<file path="config.mk">
export PLATFORM = sky130hd
export DESIGN_NAME = smcp_device_flat
export DESIGN_NICKNAME = d
export VERILOG_FILES = /design/src/shared/smcp_pkg.sv /design/src/shared/smcp_link_if.sv /design/src/verilog/smcp_device.sv /design/src/flat_wrapper.sv
export SDC_FILE = /design/constraint.sdc
export NUM_CORES = 1
export LEC_CHECK = 0
export BUFFER_PORTS_ARGS = -buffer_cell sky130_fd_sc_hd__clkbuf_2
export CORE_ASPECT_RATIO = 2
export CORE_MARGIN = 8
export CORE_UTILIZATION = 40
export DETAILED_ROUTE_END_ITERATION = 12
export GPL_TIMING_DRIVEN = 1
export HOLD_SLACK_MARGIN = 0.02
export PLACE_DENSITY = 0.67
export SLEW_MARGIN = 20
export SYNTH_ARGS = -nofsm -noshare
export SYNTH_HDL_FRONTEND = slang
export SYNTH_SLANG_ARGS = --single-unit
</file>
<file path="constraint.sdc">
create_clock -name clk -period 7.7 [get_ports clk]
set_input_delay 1.54 -clock clk [delete_from_list [all_inputs] [get_ports clk]]
set_output_delay 1.54 -clock clk [all_outputs]
set_load 0.05 [all_outputs]
</file>
<file path="src/shared/smcp_pkg.sv">
// Shared constants for the setup-mode command parser link
package smcp_pkg;
  localparam int CLK_HZ = 50000000;
  localparam int BAUD = 9600;
  localparam int BIT_CYCLES = CLK_HZ / BAUD;
  localparam int HALF_BIT_CYCLES = BIT_CYCLES / 2;
  localparam int LOW_TONE_HZ = 8000;
  localparam int HIGH_TONE_HZ = 16000;
  localparam int LOW_TONE_HALF = CLK_HZ / (2 * LOW_TONE_HZ);
  localparam int HIGH_TONE_HALF = CLK_HZ / (2 * HIGH_TONE_HZ);
  localparam int DATA_BITS = 8;
  localparam int CMD_MAX = 10;
  localparam logic [7:0] CHAR_CR = 8'h0d;
  localparam logic [7:0] CHAR_TILDE = 8'h7e;
  localparam logic [7:0] CHAR_HASH = 8'h23;
  localparam logic [2:0] FACTORY_ADDR = 3'h0;
  localparam logic [3:0] FACTORY_CHAN = 4'h0;
  localparam int NV_WRITE_CYCLES = 1000;
  typedef enum logic [2:0] {
    SMCP_KEY_OFF = 3'b000,
    SMCP_KEY_CARRIER = 3'b001,
    SMCP_KEY_LOW = 3'b010,
    SMCP_KEY_HIGH = 3'b011,
    SMCP_KEY_PACKET = 3'b100
  } smcp_key_t;
endpackage

</file>
<file path="src/shared/smcp_link_if.sv">
// Serial link and strap between host and modem controller
`timescale 1ns/1ps
interface smcp_link_if;
  logic setupN;
  logic hostSerialIn;
  logic hostSerialOut;
  logic busy;
  modport device (input setupN, input hostSerialIn, output hostSerialOut, output busy);
  modport host (output setupN, output hostSerialIn, input hostSerialOut, input busy);
endinterface

</file>
<file path="src/verilog/smcp_device.sv">
// Device end: setup-mode command interpreter with serial echo
// Contract
// - Setup strap low selects command mode
// - Radio link disabled during setup mode
// - Echo every received character in setup
// - 8N1 at 9600, one or two stops
// - Only defined command strings take effect
// - Set-address digit 0-7 selects address
// - Radio traffic only with matching address
// - Volatile address loaded from nonvolatile default
// - Store command writes address and channel
// - Tilde sent when nonvolatile write ends
// - Carrier, 8k, 16k tones; hash stops
// - Commands execute only on carriage return
// - Strap high resumes normal radio operation
// - Busy only warns, never throttles host
// - Busy high while receive buffer valid
// - Transmit enable low while keying transmitter
`timescale 1ns/1ps
module smcp_device #(
  parameter int NV_WRITE_CYCLES = smcp_pkg::NV_WRITE_CYCLES,
  parameter int BIT_CYCLES = smcp_pkg::BIT_CYCLES
) (
  input wire logic clk,
  input wire logic rst,
  smcp_link_if.device link,
  input wire logic radioRxValid,
  input wire logic [2:0] radioRxAddr,
  input wire logic radioTxReq,
  output logic radioTxEnableN,
  output logic radioRxEnableN,
  output logic radioTxData,
  output logic [2:0] linkAddr,
  output logic setupActive,
  output logic nvWrite,
  output logic [2:0] nvAddr,
  output logic [3:0] nvChan
);
  logic [1:0] setupSync;
  logic [1:0] rxSync;
  logic rxActive;
  logic [15:0] rxCnt;
  logic [3:0] rxBit;
  logic [7:0] rxShift;
  logic rxStrobe;
  logic [7:0] rxByte;
  logic [7:0] cmdBuf [smcp_pkg::CMD_MAX];
  logic [3:0] cmdLen;
  logic [3:0] curChan;
  logic nvLoaded;
  logic [15:0] nvCnt;
  logic nvBusy;
  logic tildeReq;
  logic tildePend;
  logic txActive;
  logic [15:0] txCnt;
  logic [3:0] txBit;
  logic [9:0] txShift;
  logic echoPend;
  logic [7:0] echoByte;
  smcp_pkg::smcp_key_t keyMode;
  logic [15:0] toneCnt;
  logic busyOut;

  function automatic logic cmdIs(input logic [7:0] s [smcp_pkg::CMD_MAX], input logic [3:0] n,
                                 input logic [79:0] word, input logic [3:0] len);
    logic ok;
    ok = (n == len);
    for (int i = 0; i < smcp_pkg::CMD_MAX; i++) begin
      if (i < len && s[i] != word[8*(len-1-i) +: 8]) begin
        ok = 1'b0;
      end
    end
    return ok;
  endfunction

  always_ff @(posedge clk or posedge rst) begin
    if (rst) begin
      setupSync <= 2'h3;
      setupActive <= 1'b0;
    end else begin
      setupSync <= {setupSync[0], link.setupN};
      setupActive <= ~setupSync[1];
    end
  end

  always_ff @(posedge clk or posedge rst) begin
    if (rst) begin
      rxSync <= 2'h3;
      rxActive <= 1'b0;
      rxCnt <= 16'h0;
      rxBit <= 4'h0;
      rxShift <= 8'h0;
      rxStrobe <= 1'b0;
      rxByte <= 8'h0;
    end else begin
      rxSync <= {rxSync[0], link.hostSerialIn};
      rxStrobe <= 1'b0;
      if (!rxActive) begin
        if (!rxSync[1]) begin
          rxActive <= 1'b1;
          rxCnt <= 16'h0;
          rxBit <= 4'h0;
        end
      end else if (rxCnt == 16'(rxBit == 4'h0 ? BIT_CYCLES / 2 - 1 : BIT_CYCLES - 1)) begin
        rxCnt <= 16'h0;
        rxBit <= rxBit + 4'h1;
        if (rxBit == 4'h0 && rxSync[1]) begin
          rxActive <= 1'b0;
        end else if (rxBit == 4'h9) begin
          rxActive <= 1'b0;
          rxStrobe <= rxSync[1] & setupActive;
          rxByte <= rxShift;
        end else if (rxBit != 4'h0) begin
          rxShift <= {rxSync[1], rxShift[7:1]};
        end
      end else begin
        rxCnt <= rxCnt + 16'h1;
      end
    end
  end

  always_ff @(posedge clk or posedge rst) begin
    if (rst) begin
      cmdLen <= 4'h0;
      for (int i = 0; i < smcp_pkg::CMD_MAX; i++) begin
        cmdBuf[i] <= 8'h0;
      end
    end else if (!setupActive) begin
      cmdLen <= 4'h0;
    end else if (rxStrobe) begin
      if (rxByte == smcp_pkg::CHAR_CR) begin
        cmdLen <= 4'h0;
      end else if (cmdLen < 4'(smcp_pkg::CMD_MAX)) begin
        cmdBuf[cmdLen] <= rxByte;
        cmdLen <= cmdLen + 4'h1;
      end else begin
        cmdLen <= 4'(smcp_pkg::CMD_MAX + 1);
      end
    end
  end

  wire execNow = rxStrobe && setupActive && rxByte == smcp_pkg::CHAR_CR;
  wire addrCmd = cmdLen == 4'h5 && cmdIs(cmdBuf, 4'h4, 80'h41444452, 4'h4)
                 && cmdBuf[4] >= 8'h30 && cmdBuf[4] <= 8'h37;

  // load defaults once after reset; set address; others ignored
  always_ff @(posedge clk or posedge rst) begin
    if (rst) begin
      linkAddr <= smcp_pkg::FACTORY_ADDR;
      curChan <= smcp_pkg::FACTORY_CHAN;
      nvLoaded <= 1'b0;
    end else if (!nvLoaded) begin
      linkAddr <= nvAddr;
      curChan <= nvChan;
      nvLoaded <= 1'b1;
    end else if (execNow && addrCmd) begin
      linkAddr <= cmdBuf[4][2:0];
    end
  end

  always_ff @(posedge clk or posedge rst) begin
    if (rst) begin
      nvAddr <= smcp_pkg::FACTORY_ADDR;
      nvChan <= smcp_pkg::FACTORY_CHAN;
      nvWrite <= 1'b0;
      nvBusy <= 1'b0;
      nvCnt <= 16'h0;
      tildeReq <= 1'b0;
    end else begin
      tildeReq <= 1'b0;
      if (!nvBusy && execNow &&
          cmdIs(cmdBuf, cmdLen, 80'h53455450524f4752414d, 4'ha)) begin
        nvBusy <= 1'b1;
        nvWrite <= 1'b1;
        nvCnt <= 16'h0;
        nvAddr <= linkAddr;
        nvChan <= curChan;
      end else if (nvBusy) begin
        if (nvCnt == 16'(NV_WRITE_CYCLES - 1)) begin
          nvBusy <= 1'b0;
          nvWrite <= 1'b0;
          tildeReq <= 1'b1;
        end else begin
          nvCnt <= nvCnt + 16'h1;
        end
      end
    end
  end

  always_ff @(posedge clk or posedge rst) begin
    if (rst) begin
      keyMode <= smcp_pkg::SMCP_KEY_OFF;
    end else if (!setupActive) begin
      keyMode <= radioTxReq ? smcp_pkg::SMCP_KEY_PACKET : smcp_pkg::SMCP_KEY_OFF;
    end else if (keyMode == smcp_pkg::SMCP_KEY_PACKET) begin
      keyMode <= smcp_pkg::SMCP_KEY_OFF;
    end else if (execNow) begin
      if (cmdIs(cmdBuf, cmdLen, 80'h4e4f544f4e45, 4'h6)) begin
        keyMode <= smcp_pkg::SMCP_KEY_CARRIER;
      end else if (cmdIs(cmdBuf, cmdLen, 80'h4c46544f4e45, 4'h6)) begin
        keyMode <= smcp_pkg::SMCP_KEY_LOW;
      end else if (cmdIs(cmdBuf, cmdLen, 80'h4846544f4e45, 4'h6)) begin
        keyMode <= smcp_pkg::SMCP_KEY_HIGH;
      end else if (cmdIs(cmdBuf, cmdLen, {72'h0, smcp_pkg::CHAR_HASH}, 4'h1)) begin
        keyMode <= smcp_pkg::SMCP_KEY_OFF;
      end
    end
  end

  // keyed output and tones; no packets in setup
  always_ff @(posedge clk or posedge rst) begin
    if (rst) begin
      radioTxEnableN <= 1'b1;
      radioRxEnableN <= 1'b1;
      radioTxData <= 1'b0;
      toneCnt <= 16'h0;
    end else begin
      radioTxEnableN <= keyMode == smcp_pkg::SMCP_KEY_OFF;
      radioRxEnableN <= setupActive;
      case (keyMode)
        smcp_pkg::SMCP_KEY_LOW, smcp_pkg::SMCP_KEY_HIGH, smcp_pkg::SMCP_KEY_PACKET: begin
          if (toneCnt >= 16'(keyMode == smcp_pkg::SMCP_KEY_HIGH ?
                             smcp_pkg::HIGH_TONE_HALF - 1 : smcp_pkg::LOW_TONE_HALF - 1)) begin
            toneCnt <= 16'h0;
            radioTxData <= ~radioTxData;
          end else begin
            toneCnt <= toneCnt + 16'h1;
          end
        end
        smcp_pkg::SMCP_KEY_CARRIER: begin
          radioTxData <= 1'b1;
          toneCnt <= 16'h0;
        end
        default: begin
          radioTxData <= 1'b0;
          toneCnt <= 16'h0;
        end
      endcase
    end
  end

  // accept only matching address; busy on valid data; no throttle
  always_ff @(posedge clk or posedge rst) begin
    if (rst) begin
      busyOut <= 1'b0;
      link.busy <= 1'b0;
    end else begin
      busyOut <= !setupActive && radioRxValid && radioRxAddr == linkAddr;
      link.busy <= busyOut;
    end
  end

  always_ff @(posedge clk or posedge rst) begin
    if (rst) begin
      echoPend <= 1'b0;
      echoByte <= 8'h0;
      tildePend <= 1'b0;
      txActive <= 1'b0;
      txCnt <= 16'h0;
      txBit <= 4'h0;
      txShift <= 10'h3ff;
      link.hostSerialOut <= 1'b1;
    end else begin
      if (rxStrobe) begin
        echoPend <= 1'b1;
        echoByte <= rxByte;
      end
      // tilde held until line is free
      if (tildeReq) begin
        tildePend <= 1'b1;
      end
      if (!txActive) begin
        link.hostSerialOut <= 1'b1;
        if (echoPend || tildePend) begin
          txActive <= 1'b1;
          txCnt <= 16'h0;
          txBit <= 4'h0;
          txShift <= {1'b1, echoPend ? echoByte : smcp_pkg::CHAR_TILDE, 1'b0};
          if (echoPend && !rxStrobe) begin
            echoPend <= 1'b0;
          end else if (!echoPend && !tildeReq) begin
            tildePend <= 1'b0;
          end
        end
      end else begin
        link.hostSerialOut <= txShift[0];
        if (txCnt == 16'(BIT_CYCLES - 1)) begin
          txCnt <= 16'h0;
          txShift <= {1'b1, txShift[9:1]};
          txBit <= txBit + 4'h1;
          if (txBit == 4'h9) begin
            txActive <= 1'b0;
          end
        end else begin
          txCnt <= txCnt + 16'h1;
        end
      end
    end
  end
endmodule // smcp_device

</file>
<file path="src/flat_wrapper.sv">
// flat-port wrapper written by rule: the top's interface ports become plain ports
module smcp_device_flat 
#(
  parameter int NV_WRITE_CYCLES = smcp_pkg::NV_WRITE_CYCLES,
  parameter int BIT_CYCLES = smcp_pkg::BIT_CYCLES
)
  (clk, rst, radioRxValid, radioRxAddr, radioTxReq, radioTxEnableN, radioRxEnableN, radioTxData, linkAddr, setupActive, nvWrite, nvAddr, nvChan, link_setupN, link_hostSerialIn, link_hostSerialOut, link_busy);
  smcp_link_if link_i ();
  input wire logic clk;
  input wire logic rst;
  input wire logic radioRxValid;
  input wire logic [2:0] radioRxAddr;
  input wire logic radioTxReq;
  output logic radioTxEnableN;
  output logic radioRxEnableN;
  output logic radioTxData;
  output logic [2:0] linkAddr;
  output logic setupActive;
  output logic nvWrite;
  output logic [2:0] nvAddr;
  output logic [3:0] nvChan;
  input wire logic [$bits(link_i.setupN)-1:0] link_setupN;
  input wire logic [$bits(link_i.hostSerialIn)-1:0] link_hostSerialIn;
  output wire logic [$bits(link_i.hostSerialOut)-1:0] link_hostSerialOut;
  output wire logic [$bits(link_i.busy)-1:0] link_busy;
  assign link_i.setupN = link_setupN;
  assign link_i.hostSerialIn = link_hostSerialIn;
  assign link_hostSerialOut = link_i.hostSerialOut;
  assign link_busy = link_i.busy;
  smcp_device #(.NV_WRITE_CYCLES(NV_WRITE_CYCLES), .BIT_CYCLES(BIT_CYCLES)) u_core (.clk(clk), .rst(rst), .link(link_i), .radioRxValid(radioRxValid), .radioRxAddr(radioRxAddr), .radioTxReq(radioTxReq), .radioTxEnableN(radioTxEnableN), .radioRxEnableN(radioRxEnableN), .radioTxData(radioTxData), .linkAddr(linkAddr), .setupActive(setupActive), .nvWrite(nvWrite), .nvAddr(nvAddr), .nvChan(nvChan));
endmodule
</file>
# == After elaboration in Yosys (flattened, before gate mapping) ==
# Index checks and enable logic that the tools add are counted.
# op_classes
n_addsub,7
n_lt_le_gt_ge,6
eq_ne,47
mux,125
bitwise,7
n_reduce_logical,35
# op_table
operator,count
$mux W16,11
$ne A8 B7 Y1 const B,22
$mux W1,84
$bwmux W80,1
$add A16 B1 Y16 const B,4
$mux W4,10
$demux W8 S4,1
$mux W10,3
$mux W3,10
$eq A16 B10 Y1 const B,1
$eq A16 B13 Y1 const B,1
$eq A16 B16 Y1,1
$ge A16 B16 Y1,1
$mux W8,2
$logic_and A1 B1 Y1,14
$mux W13,1
$add A4 B1 Y4 const B,3
$eq A4 B4 Y1 const B,3
$mux W12,1
$ne A2 B2 Y1 const B,5
$reduce_and A2 Y1,5
$eq A4 B3 Y1 const B,2
$eq A8 B4 Y1 const B,1
$ge A8 B6 Y1 const B,1
26 further kinds,39
# word_totals
reg_bits,227
in_bits,9
out_inout_bits,17
elab_cells,271

# == Longest topological paths before layout ==
# depth
depth_word,32
mapped_depth,10
depth_no_buf,9

# == Worst setup path after synthesis ==
# OpenSTA, ideal clock, no wires.
# synth_timing
path_type,reg2reg
startpoint,register u_core.setupActive
endpoint,register u_core.nvAddr[0]
setup_ns,0.125
t_arrival_ns,2.701
t_required_ns,7.575
path_slack_ns,4.874
stages_incl_launch_ff,8
n_path_buf,2
period_less_slack_ns,2.826
path_cell_list,dfrtp_1 -> clkbuf_1 -> nand2_1 -> or3_4 -> or3_4 -> nor4_4 -> buf_6 -> mux2_4
# synth_between
elab_chain_cells,4
# synth_rtl
item,line,text
"start, declared",smcp_device.sv:34,"output logic setupActive,"
"start signal, assigned",smcp_device.sv:83,setupActive <= ~setupSync[1];
$logic_and A1 B1 Y1 (2 in a row),smcp_device.sv:143,wire execNow = rxStrobe && setupActive && rxByte == smcp_pkg::CHAR_CR;
$logic_and A1 B1 Y1 (2 in a row),smcp_device.sv:172,if (!nvBusy && execNow &&
"end signal, assigned",smcp_device.sv:164,nvAddr <= smcp_pkg::FACTORY_ADDR;
"end signal, assigned",smcp_device.sv:177,nvAddr <= linkAddr;
"end, declared",smcp_device.sv:36,"output logic [2:0] nvAddr,"
# No other way between the ends.
# A chain may end at the register's enable or synchronous reset.

# == Worst setup path in the final report ==
# layout_timing
startpoint,register u_core.rxByte[2]
endpoint,register u_core.nvChan[0]
# layout_between
elab_chain_cells,4
# layout_rtl
item,line,text
"start, declared",smcp_device.sv:46,logic [7:0] rxByte;
"start signal, assigned",smcp_device.sv:113,rxByte <= rxShift;
$eq A8 B4 Y1,smcp_device.sv:143,
$logic_and A1 B1 Y1,smcp_device.sv:143,
$logic_and A1 B1 Y1 (2 in a row),smcp_device.sv:172,
"end signal, assigned",smcp_device.sv:165,nvChan <= smcp_pkg::FACTORY_CHAN;
"end signal, assigned",smcp_device.sv:178,nvChan <= curChan;
"end, declared",smcp_device.sv:37,output logic [3:0] nvChan
# No other way between the ends.

==> flow_results.org <==
** Status
- Run status :: completed

** Power and ir drop
- Per report_power, the sequential group accounts for 50.9% of the total.
- Summed over all cells, the static leakage comes to 5.367 nW.
- Cell internal pwr :: 1.868 mW
- Switching Power :: 489.9 uW
- In this run, the combinational gates consume 2.1% of the power.
- Net switching is 20.78% of the power.
- Summing internal, switching and leakage power gives 2.358 mW.
- Portion of total power attributed to the clock network :: 46.9%
- Total power divided by cell area :: 201.6 mW/mm2
- Worst supply voltage drop on vdd :: 0.1850 mV

** Clock tree
- In this run the number of H-tree levels came out at 1.
- Clock tree from TritonCTS :: done
- Clk_lat worst skew :: 0.51 ns
- No sink is reached through more buffers than the 3 on the longest clock path.
- Counting the buffers created by CTS gives 22.
- Post-CTS clock slew at the launch and capture registers of the worst setup and hold paths :: 0.06 ns
- Post-CTS timing repair inserted 0 buffers for setup.
- Clock sinks :: 226
- Resized Gates After CTS :: 0
- Root buf cell :: clkbuf_16
- For this design, the CTS-stage hold fixing added 0 buffers.

** Floorplanning
- The initialized floorplan defines 84 standard-cell rows.
- Starting utilization of the core area :: 40.29%
- Full die area :: 0.03189 mm2
- The die is 130.3 um wide.
- In this run the standard cell core region covers 0.02596 mm2.
- I/O pin cnt :: 26
- Die outline height :: 244.7 um

** Timing
- Setup Skew :: 0.02229 ns
- In the finished design, the share of the clock period the worst path needs comes to 41.67%.
- Fin worst setup slack :: 4.492 ns
- Max transition margin :: 32.07%
- Setup violations remaining at the end of the flow were counted as 0.
- Number of pins with negative max-slew slack in the final report :: 0
- Setup Total Neg Slack :: 0 ns
- At the pin with the least slew margin, the transition time is 1.011 ns.
- The total count of hold-check failures in the final report came to 0.
- Setup repair after global routing left no endpoint under its margin.
- Min Tclk post-route :: 3.208 ns
- Fmax achieved :: 0.3117 GHz
- On the final layout, the worst hold slack is 0.3579 ns.

** Drt
- Antenna-violating nets left :: 0
- DRC violation count after routing :: 0
- Dividing the detail-routed wire length by the instance count gives 16.51 um.
- Via count :: 6,996
- Using the TritonRoute via totals, the vias-per-cell ratio works out to 5.402.
- Summed over all layers, the routed wires come to 21,380 um.
- Drt first pass iters :: 4
- The first routing iteration left 399 violations.

** Placed design
- Placed cells :: 1,255
- Routability-driven placement finished with a final weighted congestion of 0.8393.
- Placed standard-cell area :: 0.01093 mm2
- Timing analysis after detailed placement gives a worst setup slack of 4.508 ns.
- Summed over all nets, the half-perimeter wirelength after detailed placement is 14,390 um.
- In this run the tool buffered the top-level ports with 25 buffer cells.

** Setup path
- The worst setup path is launched from a flop.
- Critical Path Start :: u_core.rxByte[2]$_DFFE_PP0P_
- Worst reg2reg setup slack :: 4.49 ns
- For the worst setup path, the data required time is 8.08 ns.
- The worst setup path is captured at a flop.
- Number of cell instances on the worst register-to-register path :: 6
- The setup path with the least slack is of type reg2reg.
- Startpoint of the most critical register-to-register path :: u_core.rxByte[2]$_DFFE_PP0P_
- For the worst setup path, the data arrival time is 3.58 ns.
- Maximum fanout along the worst path :: 25
- The endpoint identified for the worst register-to-register timing path is u_core.nvChan[0]$_DFFE_PP0N_.

** Synth
- Sequential cell area fraction in the yosys report :: 54.26%
- Synthesis instantiated 60 different standard cells from the library.
- Count of yosys warnings during synthesis :: 0
- Counting flops with a built-in enable in the synthesized netlist gives 0.
- In the synthesized netlist, the number of instances is 915.
- In the synthesized netlist the async set-or-reset flop fraction comes to 100.0%.
- The most used flip-flop cell after synthesis is dfrtp_1.
- Avg Cell Area, Syn :: 11.43 um2
- Synthesized cell area :: 0.01046 mm2
- After synthesis the netlist holds a flip-flop and latch count of 226.

** Cells and area
- The finished layout holds 1,295 standard cells, fillers aside.
- The final layout contains 963 nets.
- The finished cells cover 0.01170 mm2.
- Cells fill 45.05% of the core in the end.
- From synthesis to final layout, the design area changed by 11.82%.
- Of the cells placed in the final design, the portion with a size suffix greater than 1 is 23.24%.
- The repair_antennas step left the layout with diodes totalling 0.

** Worst hold path
- In this run the most critical hold path is launched from u_core.setupSync[0]$_DFF_PP1_.
- Hold path depth :: 0
- WHS Endpoint :: u_core.setupSync[1]$_DFF_PP1_
- Min-Delay Path Class :: reg2reg

** GRT
- Global routing used 13.97% of the available tracks across all layers.
- The first global-routing pass estimated 36,870 um of wire.
- Overflow left after global routing :: 0
- Pin count of the biggest net entering global routing :: 124
- Initial antenna violation count :: 0
- The via count of the first global-routing pass was 7,196.

** Run
- Max cap viols :: 0
==> power groups by stage <==
stage	Sequential, mW	Combinational, mW	Clock (mW)
after global routing	1.20	0.0567	1.18
after detailed placement	1.22	0.0520	0
after global placement	1.22	0.0510	0
after CTS	1.20	0.0523	1.14
final	1.20	0.0498	1.11
after floorplan	1.23	0.0283	0
==> cell usage in the layout (no fill, tap or decap), drive strengths merged, types with 14 or more instances in the layout <==
cell / Yosys / final
mux2: 122 / 122
inv: 15 / 14
nand2: 84 / 84
ha: 19 / 19
xor2: 25 / 25
clkbuf: 33 / 56
dfrtp: 210 / 210
dfstp: 16 / 16
nor3: 20 / 20
nand3: 34 / 34
o21ai: 49 / 49
and3: 21 / 21
nand4: 23 / 23
nor2: 60 / 60
==> cell families after synthesis <==
logic type	share of synthesized area, %
AND/OR/NAND/NOR	18.18
multiplexers	13.17
XOR/XNOR	3.182
AO/OA/AOI/OAI	6.807
flip-flops	54.26
other	0.07181
adder cells (fa/ha/maj)	2.273
buffers and inverters	2.046
==> cells in the mapped netlist, drive strengths merged (8+ instances only) <==
cell    number  share of area [%]
o211ai       9               0.65
nor3b        8               0.57
nor4bb      10               0.96
nand3       34                1.6
o31ai        9               0.65
nand2b       8               0.48
nand2       84                3.0
nor2        60                2.2
o21ai       49                2.3
nand4       23                1.4
dfrtp      210                 50
dfstp       16                4.0
a21oi       11               0.53
nor4b       13                1.1
mux2       122                 13
xor2        25                2.1
or3          8               0.57
clkbuf      33                1.2
inv         15               0.54
ha          19                2.3
and4        10               0.84
and3        21                1.3
xnor2       13                1.1
nor3        20               0.96
==> worst max-delay path, stage by stage (launching register included) <==
cell and delay [ns]:
dfrtp_1 0.66, or4bb_1 0.58, or3_4 0.43, or3_4 0.42
nor4_4 0.28, buf_4 0.33, mux2_2 0.38
==> routing by layer <==
metal	up-vias	track usage, %	wire length (um)
met5	-	0	0
met4	0	4.315	463
met3	30	1.870	688
met2	110	22.35	10250
met1	3506	19.19	9983
li1	3350	-	-
==> sequential cells by signal (all words and copies together) (netlist names), 9 cells and up <==
register	count
u_core.nvCnt	16
u_core.cmdBuf	80
u_core.toneCnt	16
u_core.txCnt	16
u_core.rxCnt	16
u_core.txShift	9
==> cell type report <==
type                    instances  area [um2]
multi-input cells             638        4586
well taps                     344       430.4
clock buffers                  31       655.6
repair buffers                 30       175.2
clock inverters                 9       105.1
inverters                      17       67.56
flip-flops and latches        226        5675
fillers                      2397       14260
==> how the worst max path moves through the flow <==
stage | endpoint | slack [ns]
floorplan | u_core.busyOut$_DFF_PP0_ | 3.22
global placement | u_core.nvChan[3]$_DFFE_PP0N_ | 4.58
detailed placement | u_core.nvChan[0]$_DFFE_PP0N_ | 4.51
CTS | u_core.nvChan[0]$_DFFE_PP0N_ | 4.50
global route | u_core.nvAddr[2]$_DFFE_PP0N_ | 4.36
finish | u_core.nvChan[0]$_DFFE_PP0N_ | 4.49
Note: power is estimated with default switching activity, not from simulation.
